===== config.mk =====
export PLATFORM = sky130hd
export DESIGN_NAME = hmcpd_top
export DESIGN_NICKNAME = d
export VERILOG_FILES = /design/src/core/hmcpd_pkg.sv /design/src/core/hmcpd_sync.sv /design/src/core/hmcpd_top.sv
export VERILOG_INCLUDE_DIRS = /design/src /design/src/core
export SDC_FILE = /design/constraint.sdc
export NUM_CORES = 1
export LEC_CHECK = 0
export ABC_AREA = 1
export ABC_CLOCK_PERIOD_IN_PS = 6500
export BUFFER_PORTS_ARGS = -buffer_cell sky130_fd_sc_hd__buf_4
export CAP_MARGIN = 20
export CELL_PAD_IN_SITES_DETAIL_PLACEMENT = 0
export CELL_PAD_IN_SITES_GLOBAL_PLACEMENT = 1
export CORE_MARGIN = 2
export CORE_UTILIZATION = 39
export CTS_CLUSTER_SIZE = 16
export DETAILED_ROUTE_END_ITERATION = 10
export GPL_ROUTABILITY_DRIVEN = 0
export PLACE_DENSITY_LB_ADDON = 0.2
export RECOVER_POWER = 100
export SETUP_SLACK_MARGIN = 0.05
export SYNTH_ARGS = -nofsm -noshare
export SYNTH_HDL_FRONTEND = slang
export SYNTH_HIERARCHICAL = 1
export SYNTH_SLANG_ARGS = --single-unit

===== constraint.sdc =====
create_clock -name sys_clk_i -period 6.5 [get_ports sys_clk_i]
set_input_delay 0.325 -clock sys_clk_i [delete_from_list [all_inputs] [get_ports sys_clk_i]]
set_output_delay 0.325 -clock sys_clk_i [all_outputs]
set_load 0.02 [all_outputs]

===== src/core/hmcpd_consts.svh =====
// Constants for the hardware mode strap pin decoder: offsets, fields, resets, timing
`ifndef HMCPD_CONSTS_SVH
`define HMCPD_CONSTS_SVH

// ****************************************
// Register byte offsets on the APB side
// ****************************************
`define HMCPD_OFS_SW_CFG 8'h00
`define HMCPD_OFS_STATUS 8'h04
`define HMCPD_OFS_VIOL 8'h08

// ****************************************
// Software configuration register fields
// ****************************************
`define HMCPD_CFG_TXSEQ_LSB 0
`define HMCPD_CFG_JIT_LSB 2
`define HMCPD_CFG_EQ_BIT 4
`define HMCPD_CFG_SLEEP_BIT 5
`define HMCPD_CFG_E1_BIT 6
`define HMCPD_CFG_WMASK 8'h7f
`define HMCPD_CFG_RESET 8'h00

// ****************************************
// Violation register fields (write one to clear)
// ****************************************
`define HMCPD_VIOL_JIT_BIT 0
`define HMCPD_VIOL_AD_BIT 1

// ****************************************
// Decoded values
// ****************************************
`define HMCPD_FIFO_BROAD 8'h40
`define HMCPD_FIFO_NARROW 8'h80
`define HMCPD_EQ_SHORT_DB 6'h0a
`define HMCPD_EQ_LONG_T1_DB 6'h24
`define HMCPD_EQ_LONG_E1_DB 6'h2b

// ****************************************
// Timing at the 40 MHz system clock
// ****************************************
`define HMCPD_CLK_PERIOD_NS 25
`define HMCPD_RST_MIN_NS 100
`define HMCPD_RST_MIN_CYC ((`HMCPD_RST_MIN_NS + `HMCPD_CLK_PERIOD_NS - 1) / `HMCPD_CLK_PERIOD_NS)

`endif


===== src/core/hmcpd_pkg.sv =====
// Types shared by the hardware mode strap pin decoder
package hmcpd_pkg;

   // Control interface mode read from the two mode pins
   typedef enum logic [1:0]
   {
      HMCPD_MODE_HW = 2'h0,
      HMCPD_MODE_SERIAL = 2'h1,
      HMCPD_MODE_PAR_A = 2'h2,
      HMCPD_MODE_PAR_B = 2'h3
   } hmcpd_ctrl_mode_t;

   // APB slave answer sequencer, one-hot
   typedef enum logic [1:0]
   {
      HMCPD_APB_IDLE = 2'b01,
      HMCPD_APB_DONE = 2'b10
   } hmcpd_apb_state_t;

endpackage


===== src/core/hmcpd_sync.sv =====
// Two flip-flop synchroniser for a group of pin levels
`timescale 1ns/100ps

module hmcpd_sync #(
   parameter int WIDTH = 1
) (
   input wire logic clk_i, // System clock
   input wire logic rst_n_i, // Synchronised reset, active low
   input wire logic [WIDTH-1:0] async_i, // Levels from pins
   output logic [WIDTH-1:0] sync_o // Levels on the clock
);

   logic [WIDTH-1:0] meta_q;

   // One pair of flops for each bit; the first flop feeds only the second
   genvar gi;
   generate
      for (gi = 0; gi < WIDTH; gi++)
      begin : g_bit
         always_ff @(posedge clk_i or negedge rst_n_i)
         begin
            if (!rst_n_i)
            begin
               meta_q[gi] <= 1'b0;
               sync_o[gi] <= 1'b0;
            end
            else
            begin
               meta_q[gi] <= async_i[gi];
               sync_o[gi] <= meta_q[gi];
            end
         end
      end
   endgenerate

endmodule


===== src/core/hmcpd_top.sv =====
// Hardware control mode strap decoder with APB configuration and status
//
// Our own choices: the APB slave port and the placing of the registers.
`timescale 1ns/100ps
`include "hmcpd_consts.svh"

// Summary of operation
// Pattern select: normal, ones, PRBS, power down
// Attenuator 00 off; 01 receive, broad, 64
// Attenuator 10 receive, 11 transmit; narrow, 128
// Attenuator pins used only in hardware mode
// Sleep pin high powers receiver down
// Gain pin: 10 dB or 36/43 dB
// Reset low over 100 ns resets
// Master clock runs throughout reset
// Float pin high tristates line driver
// Float pin affects only the driver
// Multiplexed modes share AD; serial ties low
// Hardware mode only when mode pins 00
// Synchronise straps; ignore in software modes (the float pin still acts in every mode)
module hmcpd_top
   import hmcpd_pkg::*;
(
   input wire logic sys_clk_i, // 40 MHz master clock
   input wire logic rst_n_i, // Chip reset, active low
   // APB slave
   input wire logic psel_i, // Slave select
   input wire logic penable_i, // Access phase
   input wire logic pwrite_i, // Write when high
   input wire logic [7:0] paddr_i, // Byte address
   input wire logic [31:0] pwdata_i, // Write data
   input wire logic [3:0] pstrb_i, // Write byte lanes
   output logic [31:0] prdata_o, // Read data
   output logic pready_o, // Transfer done
   output logic pslverr_o, // Unmapped address
   // Strap pins
   input wire logic [1:0] ctrl_mode_sel_i, // Control mode pins
   input wire logic [1:0] tx_test_sequence_select_i, // Transmit pattern
   input wire logic [1:0] jitter_attenuator_select_i, // Attenuator setup
   input wire logic rx_gain_range_select_i, // Equalizer range
   input wire logic receiver_sleep_pin_i, // Receiver power down
   input wire logic line_driver_float_i, // Driver high impedance
   input wire logic line_standard_e1_i, // E1 when high, T1/J1 when low
   // Multiplexed address/data lines
   input wire logic [7:0] ad_i, // Line levels
   output logic [7:0] ad_o, // Driven levels
   output logic ad_oe_n_o, // Drive enable, active low
   input wire logic [7:0] par_rd_data_i, // Read data from host bus logic
   input wire logic par_rd_en_i, // Host bus logic drives lines
   output logic [7:0] par_ad_o, // Line levels for host bus logic
   // Decoded controls
   output logic tx_all_ones_o, // Send all ones
   output logic tx_prbs_o, // Send pseudo-random sequence
   output logic tx_power_down_o, // Transmitter powered down
   output logic jit_enable_o, // Attenuator in use
   output logic jit_in_tx_path_o, // Attenuator in transmit path
   output logic jit_narrow_bw_o, // Narrow bandwidth
   output logic [7:0] jit_fifo_depth_o, // FIFO depth in bits
   output logic rx_power_down_o, // Receiver powered down
   output logic rx_long_haul_o, // Long haul equalizer
   output logic [5:0] rx_eq_range_db_o, // Equalizer range in dB
   output logic line_driver_en_o, // Line driver enabled
   output logic hw_mode_o, // Straps in control
   output logic in_reset_o // Reset state held
);

   // ****************************************
   // Reset release
   // ****************************************

   logic [1:0] rst_pipe_q;
   logic rst_n;

   // clocked release
   // Release needs master clock edges; assertion is immediate
   always_ff @(posedge sys_clk_i or negedge rst_n_i)
   begin
      if (!rst_n_i)
      begin
         rst_pipe_q <= 2'h0;
      end
      else
      begin
         rst_pipe_q <= {rst_pipe_q[0], 1'b1};
      end
   end

   assign rst_n = rst_pipe_q[1];

   localparam logic [2:0] RST_HOLD_CYC = 3'(`HMCPD_RST_MIN_CYC);

   logic [2:0] rst_hold_q;

   // reset state hold
   // Decoded controls except hw_mode_o, and the AD drive enable, stay in the reset state for the minimum reset time after release
   always_ff @(posedge sys_clk_i or negedge rst_n)
   begin
      if (!rst_n)
      begin
         rst_hold_q <= 3'h0;
      end
      else if (rst_hold_q != RST_HOLD_CYC)
      begin
         rst_hold_q <= rst_hold_q + 3'h1;
      end
   end

   logic settle;

   assign settle = (rst_hold_q == RST_HOLD_CYC);

   // ****************************************
   // Pin synchronisation
   // ****************************************

   localparam int SYNC_W = 18;

   logic [SYNC_W-1:0] pins_async;
   logic [SYNC_W-1:0] pins_sync;

   assign pins_async = {ad_i, line_standard_e1_i, line_driver_float_i, receiver_sleep_pin_i,
                        rx_gain_range_select_i, jitter_attenuator_select_i,
                        tx_test_sequence_select_i, ctrl_mode_sel_i};

   // pin synchroniser
   hmcpd_sync #(
      .WIDTH(SYNC_W)
   ) u_sync (
      .clk_i(sys_clk_i),
      .rst_n_i(rst_n),
      .async_i(pins_async),
      .sync_o(pins_sync)
   );

   hmcpd_ctrl_mode_t mode;
   logic [1:0] txseq_pin;
   logic [1:0] jit_pin;
   logic eq_pin;
   logic sleep_pin;
   logic float_pin;
   logic e1_pin;
   logic [7:0] ad_pin;
   logic hw_mode;

   assign mode = hmcpd_ctrl_mode_t'(pins_sync[1:0]);
   assign txseq_pin = pins_sync[3:2];
   assign jit_pin = pins_sync[5:4];
   assign eq_pin = pins_sync[6];
   assign sleep_pin = pins_sync[7];
   assign float_pin = pins_sync[8];
   assign e1_pin = pins_sync[9];
   assign ad_pin = pins_sync[17:10];

   // hardware mode select
   assign hw_mode = (mode == HMCPD_MODE_HW);

   // ****************************************
   // APB slave
   // ****************************************

   // Register index for an address; 2'h3 marks an unmapped one
   function automatic logic [1:0] reg_index(input logic [7:0] addr);
      logic [1:0] idx;
      idx = 2'h3;
      if (addr == `HMCPD_OFS_SW_CFG)
      begin
         idx = 2'h0;
      end
      else if (addr == `HMCPD_OFS_STATUS)
      begin
         idx = 2'h1;
      end
      else if (addr == `HMCPD_OFS_VIOL)
      begin
         idx = 2'h2;
      end
      return idx;
   endfunction

   hmcpd_apb_state_t apb_state_q;
   logic apb_access;
   logic wr_commit;

   assign apb_access = psel_i && penable_i;
   assign wr_commit = (apb_state_q == HMCPD_APB_DONE) && apb_access && pwrite_i
                      && pstrb_i[0];

   // Answer one cycle into the access phase; pready comes from the state flop
   always_ff @(posedge sys_clk_i or negedge rst_n)
   begin
      if (!rst_n)
      begin
         apb_state_q <= HMCPD_APB_IDLE;
      end
      else
      begin
         unique case (apb_state_q)
            HMCPD_APB_IDLE:
            begin
               if (apb_access)
               begin
                  apb_state_q <= HMCPD_APB_DONE;
               end
            end
            HMCPD_APB_DONE:
            begin
               apb_state_q <= HMCPD_APB_IDLE;
            end
         endcase
      end
   end

   assign pready_o = apb_state_q[1];

   // ****************************************
   // Registers
   // ****************************************

   logic [7:0] sw_cfg_q;
   logic [1:0] viol_q;
   logic [1:0] viol_set;

   // Software configuration, byte lane 0 only
   always_ff @(posedge sys_clk_i or negedge rst_n)
   begin
      if (!rst_n)
      begin
         sw_cfg_q <= `HMCPD_CFG_RESET;
      end
      else if (wr_commit && reg_index(paddr_i) == 2'h0)
      begin
         sw_cfg_q <= pwdata_i[7:0] & `HMCPD_CFG_WMASK;
      end
   end

   // strap misuse check
   // Attenuator pins must read low outside hardware mode
   assign viol_set[`HMCPD_VIOL_JIT_BIT] = settle && !hw_mode && (jit_pin != 2'h0);

   // serial tie check
   // Address/data lines must read low in serial mode
   assign viol_set[`HMCPD_VIOL_AD_BIT] = settle && (mode == HMCPD_MODE_SERIAL)
                                         && (ad_pin != 8'h00);

   // Sticky violations, write one to clear, a new event wins over the clear
   always_ff @(posedge sys_clk_i or negedge rst_n)
   begin
      if (!rst_n)
      begin
         viol_q <= 2'h0;
      end
      else if (wr_commit && reg_index(paddr_i) == 2'h2)
      begin
         viol_q <= (viol_q & ~pwdata_i[1:0]) | viol_set;
      end
      else
      begin
         viol_q <= viol_q | viol_set;
      end
   end

   // Read data and error, loaded as the answer is raised
   always_ff @(posedge sys_clk_i or negedge rst_n)
   begin
      if (!rst_n)
      begin
         prdata_o <= 32'h0;
         pslverr_o <= 1'b0;
      end
      else if (apb_state_q == HMCPD_APB_IDLE && apb_access)
      begin
         pslverr_o <= (reg_index(paddr_i) == 2'h3);
         prdata_o <= 32'h0;
         unique case (reg_index(paddr_i))
            2'h0: prdata_o <= {24'h0, sw_cfg_q};
            2'h1: prdata_o <= {16'h0, in_reset_o, line_driver_en_o, rx_power_down_o,
                               rx_long_haul_o, jit_in_tx_path_o, jit_narrow_bw_o, jit_enable_o,
                               tx_power_down_o, tx_prbs_o, tx_all_ones_o, 3'h0,
                               hw_mode_o, pins_sync[1:0]};
            2'h2: prdata_o <= {30'h0, viol_q};
            2'h3: prdata_o <= 32'h0;
         endcase
      end
      else if (apb_state_q == HMCPD_APB_DONE)
      begin
         pslverr_o <= 1'b0;
      end
   end

   // ****************************************
   // Configuration source
   // ****************************************

   logic [1:0] txseq_eff;
   logic [1:0] jit_eff;
   logic eq_eff;
   logic sleep_eff;
   logic e1_eff;

   // ignore straps in software modes
   always_comb
   begin
      if (hw_mode)
      begin
         txseq_eff = txseq_pin;
         jit_eff = jit_pin;
         eq_eff = eq_pin;
         sleep_eff = sleep_pin;
         e1_eff = e1_pin;
      end
      else
      begin
         txseq_eff = sw_cfg_q[`HMCPD_CFG_TXSEQ_LSB +: 2];
         jit_eff = sw_cfg_q[`HMCPD_CFG_JIT_LSB +: 2];
         eq_eff = sw_cfg_q[`HMCPD_CFG_EQ_BIT];
         sleep_eff = sw_cfg_q[`HMCPD_CFG_SLEEP_BIT];
         e1_eff = sw_cfg_q[`HMCPD_CFG_E1_BIT];
      end
   end

   // ****************************************
   // Decoded controls
   // ****************************************

   // transmit pattern decode
   always_ff @(posedge sys_clk_i or negedge rst_n)
   begin
      if (!rst_n)
      begin
         tx_all_ones_o <= 1'b0;
         tx_prbs_o <= 1'b0;
         tx_power_down_o <= 1'b0;
      end
      else
      begin
         tx_all_ones_o <= settle && (txseq_eff == 2'h1);
         tx_prbs_o <= settle && (txseq_eff == 2'h2);
         tx_power_down_o <= settle && (txseq_eff == 2'h3);
      end
   end

   // attenuator off or broad
   // attenuator narrow placement
   always_ff @(posedge sys_clk_i or negedge rst_n)
   begin
      if (!rst_n)
      begin
         jit_enable_o <= 1'b0;
         jit_in_tx_path_o <= 1'b0;
         jit_narrow_bw_o <= 1'b0;
         jit_fifo_depth_o <= 8'h0;
      end
      else
      begin
         jit_enable_o <= settle && (jit_eff != 2'h0);
         jit_in_tx_path_o <= settle && (jit_eff == 2'h3);
         jit_narrow_bw_o <= settle && jit_eff[1];
         if (!settle || jit_eff == 2'h0)
         begin
            jit_fifo_depth_o <= 8'h0;
         end
         else if (jit_eff == 2'h1)
         begin
            jit_fifo_depth_o <= `HMCPD_FIFO_BROAD;
         end
         else
         begin
            jit_fifo_depth_o <= `HMCPD_FIFO_NARROW;
         end
      end
   end

   // receiver sleep
   // equalizer range
   always_ff @(posedge sys_clk_i or negedge rst_n)
   begin
      if (!rst_n)
      begin
         rx_power_down_o <= 1'b0;
         rx_long_haul_o <= 1'b0;
         rx_eq_range_db_o <= 6'h0;
      end
      else
      begin
         rx_power_down_o <= settle && sleep_eff;
         rx_long_haul_o <= settle && eq_eff;
         if (!settle)
         begin
            rx_eq_range_db_o <= 6'h0;
         end
         else if (!eq_eff)
         begin
            rx_eq_range_db_o <= `HMCPD_EQ_SHORT_DB;
         end
         else if (e1_eff)
         begin
            rx_eq_range_db_o <= `HMCPD_EQ_LONG_E1_DB;
         end
         else
         begin
            rx_eq_range_db_o <= `HMCPD_EQ_LONG_T1_DB;
         end
      end
   end

   // driver float
   // float touches driver only
   // The float pin acts in every mode and feeds nothing but the driver enable
   always_ff @(posedge sys_clk_i or negedge rst_n)
   begin
      if (!rst_n)
      begin
         line_driver_en_o <= 1'b0;
      end
      else
      begin
         line_driver_en_o <= settle && !float_pin;
      end
   end

   // Mode and reset state indications
   always_ff @(posedge sys_clk_i or negedge rst_n)
   begin
      if (!rst_n)
      begin
         hw_mode_o <= 1'b0;
         in_reset_o <= 1'b1;
      end
      else
      begin
         hw_mode_o <= hw_mode;
         in_reset_o <= !settle;
      end
   end

   // ****************************************
   // Multiplexed address/data lines
   // ****************************************

   logic par_mode;

   assign par_mode = (mode == HMCPD_MODE_PAR_A) || (mode == HMCPD_MODE_PAR_B);

   // shared bidirectional lines
   // Lines are driven only for a parallel read; in serial mode they stay inputs
   always_ff @(posedge sys_clk_i or negedge rst_n)
   begin
      if (!rst_n)
      begin
         ad_o <= 8'h0;
         ad_oe_n_o <= 1'b1;
         par_ad_o <= 8'h0;
      end
      else
      begin
         ad_o <= par_rd_data_i;
         ad_oe_n_o <= !(settle && par_mode && par_rd_en_i);
         par_ad_o <= par_mode ? ad_pin : 8'h00;
      end
   end

endmodule


=== After elaboration in Yosys (flattened, before gate mapping) ===
Cells that the tools add are included.

* Bits in registers: 127
* Input bits: 76
* Output and inout bits: 76
* Word-level logic and storage cells: 141

* Add/subtract/negate cells: 1
* Equality and inequality tests: 19
* Multiplexer cells: 21
* Bitwise operators: 4
* Reductions and logical operators: 37

{| class="wikitable"
|+ Operators with widths
! cell !! count
|-
| $pmux W32 S4 || 1
|-
| $mux W8 || 3
|-
| $logic_and A1 B1 Y1 || 22
|-
| $eq A2 B2 Y1 const B || 9
|-
| $mux W2 || 7
|-
| $mux W6 || 2
|-
| $eq A2 B1 Y1 const B || 5
|-
| $eq A8 B3 Y1 const B || 1
|-
| $eq A8 B4 Y1 const B || 1
|-
| $logic_not A2 Y1 || 4
|-
| $logic_not A8 Y1 || 1
|-
| $reduce_bool A8 Y1 || 1
|-
| $mux W1 || 6
|-
| $reduce_bool A2 Y1 || 3
|-
| $logic_not A1 Y1 || 4
|-
| $mux W4 || 1
|-
| $or A2 B2 Y2 || 2
|-
| $pmux W2 S2 || 1
|-
| $add A3 B1 Y3 const B || 1
|-
| $eq A3 B3 Y1 const B || 1
|-
| $ne A3 B3 Y1 const B || 1
|-
| $and A2 B2 Y2 || 1
|-
| $logic_or A1 B1 Y1 || 2
|-
| $ne A2 B2 Y1 const B || 1
|-
| $not A2 Y2 || 1
|}

=== Logic depth before layout (Yosys ltp) ===
Gate-level depths: netlist of run 1.

* Depth in word-level cells: 7
* Mapped depth: 8
* Gate-level depth less buffers: 8

=== Modules after synthesis ===
The synthesis of run 1 kept the hierarchy.

{| class="wikitable"
|+ Modules (own cells, without submodules)
! module !! times used !! cells an instance !! area each (µm²) !! seq. area each (µm²)
|-
| hmcpd_top || 1 || 301 || 2891.5 || 1655.3
|-
| hmcpd_sync || 1 || 36 || 900.9 || 900.9
|}

=== Worst setup path after synthesis of run 1 ===
Ideal clock, no wire load.

* Kind: reg-to-reg
* Start: register apb_state_q[0]
* End: register prdata_o[3]
* Setup time: 0.125 ns
* Arrival: 1.194 ns
* Data required time: 6.375 ns
* Path slack: 5.181 ns
* Cell stages (with the launch flop): 8
* Path buffers: 1
* Clock period less this slack: 1.319 ns
* Cells stage by stage: dfstp_2 > inv_1 > or2_1 > inv_2 > nand2_2 > clkbuf_1 > nand2_1 > o31ai_1

* Word-level cells in the longest chain between the ends: 2

{| class="wikitable"
|+ Ends and longest elaborated chain
! what !! line !! text
|-
| start: declaration || hmcpd_top.sv:180 || <nowiki>hmcpd_apb_state_t apb_state_q;</nowiki>
|-
| start signal: assignment || hmcpd_top.sv:193 || <nowiki>apb_state_q <= HMCPD_APB_IDLE;</nowiki>
|-
| start signal: assignment || hmcpd_top.sv:202 || <nowiki>apb_state_q <= HMCPD_APB_DONE;</nowiki>
|-
| start signal: assignment || hmcpd_top.sv:207 || <nowiki>apb_state_q <= HMCPD_APB_IDLE;</nowiki>
|-
| $eq A2 B1 Y1 || hmcpd_top.sv:270 || <nowiki>else if (apb_state_q == HMCPD_APB_IDLE && apb_access)</nowiki>
|-
| $logic_and A1 B1 Y1 || hmcpd_top.sv:270 ||
|-
| end signal: assignment || hmcpd_top.sv:275 || <nowiki>2'h0: prdata_o <= {24'h0, sw_cfg_q};</nowiki>
|-
| end signal: assignment || hmcpd_top.sv:276 || <nowiki>2'h1: prdata_o <= {16'h0, in_reset_o, line_driver_en_o, rx_power_down_o,</nowiki>
|-
| end signal: assignment || hmcpd_top.sv:280 || <nowiki>2'h2: prdata_o <= {30'h0, viol_q};</nowiki>
|-
| end: declaration || hmcpd_top.sv:33 || <nowiki>output logic [31:0] prdata_o,</nowiki>
|}

No other way between the ends.
A chain may end at the register's enable or synchronous reset.

=== Final worst setup path of run 1 ===
* Start: register u_sync.sync_o[1]
* End: register jit_enable_o

* Word-level cells in the longest chain between the ends: 4

{| class="wikitable"
|+ Ends and longest elaborated chain
! what !! line !! text
|-
| start: declaration || hmcpd_sync.sv:10 || <nowiki>output logic [WIDTH-1:0] sync_o</nowiki>
|-
| start signal: indexed assignment || hmcpd_sync.sv:30 || <nowiki>sync_o[gi] <= meta_q[gi];</nowiki>
|-
| $logic_not A2 Y1 || hmcpd_top.sv:155 || <nowiki>assign hw_mode = (mode == HMCPD_MODE_HW);</nowiki>
|-
| net hw_mode || hmcpd_top.sv:143 || <nowiki>logic hw_mode;</nowiki>
|-
| $mux W2 || hmcpd_top.sv:303 || <nowiki>if (hw_mode)</nowiki>
|-
| $reduce_bool A2 Y1 || hmcpd_top.sv:355 || <nowiki>jit_enable_o <= settle && (jit_eff != 2'h0);</nowiki>
|-
| $logic_and A1 B1 Y1 || hmcpd_top.sv:355 ||
|-
| end signal: assignment || hmcpd_top.sv:355 ||
|-
| end: declaration || hmcpd_top.sv:55 || <nowiki>output logic jit_enable_o,</nowiki>
|}

The timed path passes the listed nets, and every way through them passes these cells.

==> flow_metrics.env, run 1 <==
export IMPL_vias=2402
export IMPL_ys_seq_area_share_pct=67.4
export IMPL_rsz0062_at_grt="false"
export IMPL_grt_max_degree=63
export IMPL_route_detailed_drc=0
export IMPL_maxCapViolCount=1
export IMPL_core_mm2=0.00933
export IMPL_hold_violations=0
export IMPL_grt_overflow_total=0
export IMPL_finalSetupViolCount=0
export IMPL_portBuffers=100
export IMPL_syn2layout_area_growth_pct=18.9
export IMPL_crit_type="register to register"
export IMPL_cts_buffer_depth=2
export IMPL_ys_types=34
export IMPL_grtUsageTotal_pct=13.5
export IMPL_holdWs_ns=0.0850
export IMPL_ys_warnings_count=6
export IMPL_dp_cells=557
export IMPL_tns_ns=0
export IMPL_htree_levels=3
export IMPL_grt_pass1_vias=2269
export IMPL_synth_cells=337
export IMPL_nets=518
export IMPL_arrival_ns=2.57
export IMPL_die_w_um=103
export IMPL_r2r_slack_ns=4.15
export IMPL_ir_worst_vdd_mv=0.121
export IMPL_endpoint_kind="register"
export IMPL_firstDrtPassIters=4
export IMPL_worstRegToRegCells=5
export IMPL_cts_setup_buffers=0
export IMPL_leakage_uw=0.00224
export IMPL_cts_root_buf="clkbuf_8"
export IMPL_synth_avg_cell_area_um2=11.3
export IMPL_drive_gt1_share_pct=18.9
export IMPL_synthArstFlopShare_pct=100
export IMPL_hpwlAfterDp_mm=4.88
export IMPL_synth_edff_count=0
export IMPL_drv_slew=0
export IMPL_drtIter0Drc=64
export IMPL_antenna_found_initial=0
export IMPL_wirelength_mm=6.79
export IMPL_die_y_um=103
export IMPL_cts_tree="built"
export IMPL_rr_endpoint="jit_enable_o$_DFF_PN0_"
export IMPL_worstPathMaxFanout=12
export IMPL_synth_ff_type="dfrtp_1"
export IMPL_cts_sinks=102
export IMPL_ioPinCount=152
export IMPL_viasPerCell=4.18
export IMPL_p_per_area_mw_per_mm2=271
export IMPL_start_kind="register"
export IMPL_cts_resized_gates=0
export IMPL_period_minus_slack_ns=2.35
export IMPL_ys_ff_latch=102
export IMPL_cts_inserted_buffers=9
export IMPL_violations="capacitance limit"
export IMPL_routedWlPerCell_um=11.8
export IMPL_start_util_pct=40.7
export IMPL_endpoint="jit_enable_o$_DFF_PN0_"
export IMPL_postRouteAntennaNets=0
export IMPL_cts_hold_buf=1
export IMPL_layoutNonFillerInstCount=574
export IMPL_antenna_cells=0
export IMPL_clk_latency_ns=0.36
export IMPL_skew_ns=0.0134
export IMPL_tightestPinTransition_ns=1.50
export IMPL_syn_area_mm2=0.00379
export IMPL_rr_startpoint="u_sync/sync_o[1]$_DFF_PN0_"
export IMPL_clk_pin_slew_ns=0.11
export IMPL_grt_pass1_wl_mm=10.8
export IMPL_slew_headroom_pct=0.133
export IMPL_fmax_ghz=0.425
export IMPL_critical_path_startpoint="u_sync/sync_o[1]$_DFF_PN0_"
export IMPL_post_route_period_util_pct=36.2
export IMPL_dieArea_mm2=0.0105
export IMPL_worstHoldPathType="primary input to register"
export IMPL_rows=35
export IMPL_outcome="complete, but fails checks"
export IMPL_critPathRequiredTime_ns=6.72
-- power breakdown --
| part | leakage [uW] | switching [uW] | internal (uW) | total (uW) |
|---|---|---|---|---|
| clock network | 0.0000961 | 228 | 151 | 379 |
| logic | 0.000921 | 102 | 44.9 | 147 |
| registers | 0.00122 | 21.3 | 676 | 697 |
-- synthesized netlist by cell type, types with 4 or more instances --
master   instances  area (um2)
nand2_1         66         248
a21oi_2          4        35.0
inv_1           29         109
inv_2            6        22.5
o21ai_0          6        30.0
nor2_2           6        37.5
dfrtp_1         99        2480
nand4_1          6        37.5
o21ai_1         10        50.1
a21oi_1         12        60.1
nor2_1          23        86.3
buf_4           26         195
or2_1            4        25.0
nand3_1          5        25.0
-- layout by cell type (no fill, tap or decap), types with 6 or more instances in the layout --
cell      instances
dfrtp_1          99
nand2_1          68
clkbuf_1         54
inv_1            30
nor2_1           26
clkbuf_4         26
conb_1           24
buf_4            22
o21ai_0          18
a21oi_1          13
clkbuf_8          9
nand4_1           6
-- state kept, by name (all words and copies together) (netlist names), 3 cells and up --
name and flops:
u_sync/meta_q 18, u_sync/sync_o 18, prdata_o 16, ad_o 8, par_ad_o 8, sw_cfg_q 7, rx_eq_range_db_o 4, rst_hold_q 3
-- stage by stage --
step	instance area, um2	util (%)	setup slack (ns)	total power, uW
floorplan	3870	-	3.45	819
global placement	4560	48.9	4.84	884
detailed placement	4560	48.9	4.82	888
CTS	4760	51.0	4.80	1270
global route	4510	48.3	3.84	1290
finish	4510	48.3	4.15	1220
-- worst min-delay path by stage --
| stage | from | to | slack (ns) | depth (start not counted) |
|---|---|---|---|---|
| 5_1_grt | line_driver_float_i | u_sync/meta_q[8]$_DFF_PN0_ | 0.05 | 1 |
| 4_1_cts | ad_i[3] | u_sync/meta_q[13]$_DFF_PN0_ | 0.04 | 1 |
| 6_report | ctrl_mode_sel_i[0] | u_sync/meta_q[0]$_DFF_PN0_ | 0.09 | 1 |
| 3_5_place_dp | rst_n_i | rst_pipe_q[0]$_DFF_PN0_ | 0.11 | 1 |
| 3_3_place_gp | rst_n_i | rst_pipe_q[0]$_DFF_PN0_ | 0.11 | 1 |
| 2_1_floorplan | rst_n_i | rst_pipe_q[0]$_DFF_PN0_ | 0.03 | 0 |
-- worst max-delay path, stage by stage (launching register included) --
cell and delay, ns:
dfrtp_1 0.54, nor2_1 0.61, clkinvlp_2 0.43, or2_0 0.28
o21ai_0 0.22, o21ai_0 0.14
-- layout make-up --
class,instances,area [um2]
fill,943,4820
sequential,102,2560
inverter,36,136
tap,129,161
clock buffer,10,128
timing repair buffer,102,569
multi-input combinational,189,901
clock inverter,6,57.6
-- per-layer routing --
layer / global-route usage [%] / up-vias / share of wire (%)
met2: 20.5 / 81 / 46
met5: 0 / - / 0
met4: 5.85 / 0 / 1.8
li1: - / 1198 / -
met3: 4.00 / 10 / 7.9
met1: 18.1 / 1113 / 44
-- cell families (layout without fill, tap and decap cells) --
logic type,count (synthesis),in the layout,share of synthesized area (%)
and+or+nand+nor,121,121,15.2
DFF,102,102,67.4
buffers and inverters,68,154,9.80
AOI/OAI and AO/OA,40,40,6.27
adders and majority gates,2,2,0.660
other,2,24,0.198
xor gates and xnor gates,2,2,0.462
(Power assumes the default switching activity.)
==> run 2, diff against run 1 <==
--- a/config.mk
+++ b/config.mk
@@ -7,13 +7,13 @@
 export NUM_CORES = 1
 export LEC_CHECK = 0
 export ABC_AREA = 1
-export ABC_CLOCK_PERIOD_IN_PS = 6500
+export ABC_CLOCK_PERIOD_IN_PS = 2200
 export BUFFER_PORTS_ARGS = -buffer_cell sky130_fd_sc_hd__buf_4
 export CAP_MARGIN = 20
 export CELL_PAD_IN_SITES_DETAIL_PLACEMENT = 0
 export CELL_PAD_IN_SITES_GLOBAL_PLACEMENT = 1
 export CORE_MARGIN = 2
-export CORE_UTILIZATION = 39
+export CORE_UTILIZATION = 36
 export CTS_CLUSTER_SIZE = 16
 export DETAILED_ROUTE_END_ITERATION = 10
 export GPL_ROUTABILITY_DRIVEN = 0
==> constraint.sdc (replaced) <==
create_clock -name sys_clk_i -period 2.2 [get_ports sys_clk_i]
set_input_delay 0.11 -clock sys_clk_i [delete_from_list [all_inputs] [get_ports sys_clk_i]]
set_output_delay 0.11 -clock sys_clk_i [all_outputs]
set_load 0.02 [all_outputs]
==> run 2 against run 1 <==
  * The flow now finishes without violations
  * Die area grew 8.0%
  * Non-clock buffer count rose by 34
  * Setup slack lost 3.7 ns
==> flow_metrics.env, run 2 (same netlist as run 1, synthesis figures left out) <==
export IMPL_outcome="finished, final reports clean"
export IMPL_grt_max_degree=52
export IMPL_vias=2516
export IMPL_antenna_found_initial=0
export IMPL_cts_tree="built"
export IMPL_final_common_cell="dfrtp_1"
export IMPL_worstPathMaxFanout=12
export IMPL_layoutNonFillerInstCount=615
export IMPL_syn2layout_area_growth_pct=28.6
export IMPL_dp_cells=566
export IMPL_layout_common_cells="dfrtp_1 (99), nand2_1 (66), clkbuf_1 (56)"
export IMPL_cts_sinks=102
export IMPL_clk_pin_slew_ns=0.10
export IMPL_arrival_ns=2.04
export IMPL_antenna_cells=0
export IMPL_power_uw=3620
export IMPL_grt_overflow_total=0
export IMPL_start_kind="register"
export IMPL_cts_inserted_buffers=9
export IMPL_cp_slowest_stage_delay_ns=0.58
export IMPL_fmax_ghz=0.571
export IMPL_clk_latency_ns=0.36
export IMPL_hold_start="pwdata_i[2]"
export IMPL_rr_startpoint="u_sync/sync_o[1]$_DFF_PN0_"
export IMPL_period_minus_slack_ns=1.75
export IMPL_finalSetupViolCount=0
export IMPL_dpl_cell_area_mm2=0.00460
export IMPL_portBuffers=100
export IMPL_firstDrtPassIters=4
export IMPL_hpwlAfterDp_mm=5.12
export IMPL_top_regs="u_sync/meta_q (18), u_sync/sync_o (18), prdata_o (16)"
export IMPL_dp_slack_ns=0.551
export IMPL_critical_path_startpoint="u_sync/sync_o[1]$_DFF_PN0_"
export IMPL_start_util_pct=36.9
export IMPL_leakage_uw=0.00238
export IMPL_drtIter0Drc=63
export IMPL_cts_setup_buffers=0
export IMPL_grt_pass1_wl_mm=11.8
export IMPL_path_cells="nor2_8 > clkinvlp_2 > or2_0 > o21ai_2 > clkinv_1 > nor2_1"
export IMPL_grtUsageTotal_pct=13.4
export IMPL_cts_buffer_depth=2
export IMPL_slew_headroom_pct=25.4
export IMPL_routedWlPerCell_um=11.8
export IMPL_dieArea_mm2=0.0114
export IMPL_maxCapViolCount=0
export IMPL_crit_slowest_cell="dfrtp_1"
export IMPL_endpoint_kind="register"
export IMPL_hold_violations=0
export IMPL_fill_cells=1020
export IMPL_rows=37
export IMPL_postRouteAntennaNets=0
export IMPL_die_w_um=107
export IMPL_rsz0062_at_grt="false"
export IMPL_drive_gt1_share_pct=18.4
export IMPL_nets=552
export IMPL_ioPinCount=152
export IMPL_path_delay_family="simple AND/OR/NAND/NOR gates"
export IMPL_wirelength_mm=7.26
export IMPL_crit_type="register to register"
export IMPL_timing_final_ws_setup_ns=0.449
export IMPL_route_detailed_drc=0
export IMPL_cts_resized_gates=0
export IMPL_drv_slew=0
export IMPL_htree_levels=3
export IMPL_core_mm2=0.0103
export IMPL_die_y_um=107
export IMPL_critPathRequiredTime_ns=2.49
export IMPL_cts_root_buf="clkbuf_8"
export IMPL_ir_worst_vdd_mv=0.344
export IMPL_tns_ns=0
export IMPL_path_buf_inv=2
export IMPL_cts_hold_buf=33
export IMPL_skew_ns=0.0118
export IMPL_post_route_period_util_pct=79.6
export IMPL_viasPerCell=4.09
export IMPL_worstHoldPathType="primary input to register"
export IMPL_design_area_mm2=0.00488
export IMPL_p_per_area_mw_per_mm2=743
export IMPL_tightestPinTransition_ns=1.12
export IMPL_grt_pass1_vias=2484
-- run 2: area by class of cell --
cell class	count	area (um2)	share of cell area [%]
Timing Repair Buffer	136	907	18.6
Inverter	36	136	2.80
Multi-Input combinational cell	189	927	19.0
Sequential cell	102	2560	52.4
Clock inverter	6	51.3	1.05
Clock buffer	10	128	2.62
Tap cell	136	170	3.49
-- run 2: path summary, 6_finish.rpt --
kind,end,slack [ns],cells past startpoint
setup reg to reg,jit_fifo_depth_o[6]$_DFF_PN0_,0.45,6
hold reg to reg,u_sync/sync_o[4]$_DFF_PN0_,0.35,0
min in group asynchronous,rst_pipe_q[0]$_DFF_PN0_,0.07,2
max in group asynchronous,u_sync/sync_o[10]$_DFF_PN0_,0.61,1
hold / removal,sw_cfg_q[2]$_DFFE_PN0P_,0.01,3
setup / recovery,jit_fifo_depth_o[6]$_DFF_PN0_,0.45,6
-- run 2: metrics by stage --
step                      hold WS [ns]  util, %
after floorplan                 -0.186        -
after global placement          -0.107     44.8
after detailed placement        -0.105     44.8
after CTS                      0.00298     49.7
after global routing           0.00449     47.4
final                           0.0115     47.4
-- run 2: power breakdown --
| group | switching [uW] | internal, uW |
|---|---|---|
| registers | 63.6 | 2000 |
| clock network | 645 | 428 |
| logic | 317 | 175 |
-- run 2: worst register-to-register path: cells and delay by family (launching register included) --
family / cells / cell delay, ns
AO/OA/AOI/OAI: 1 / 0.13
buffers and inverters: 2 / 0.32
flip-flops: 1 / 0.58
AND/OR/NAND/NOR: 3 / 0.66
-- run 2: metal layers --
metal | vias up | GRT usage, % | share of wire, %
met5 | - | 0 | 0
li1 | 1273 | - | -
met4 | 0 | 5.29 | 1.5
met3 | 10 | 2.98 | 5.8
met2 | 76 | 22.5 | 49
met1 | 1157 | 16.9 | 43
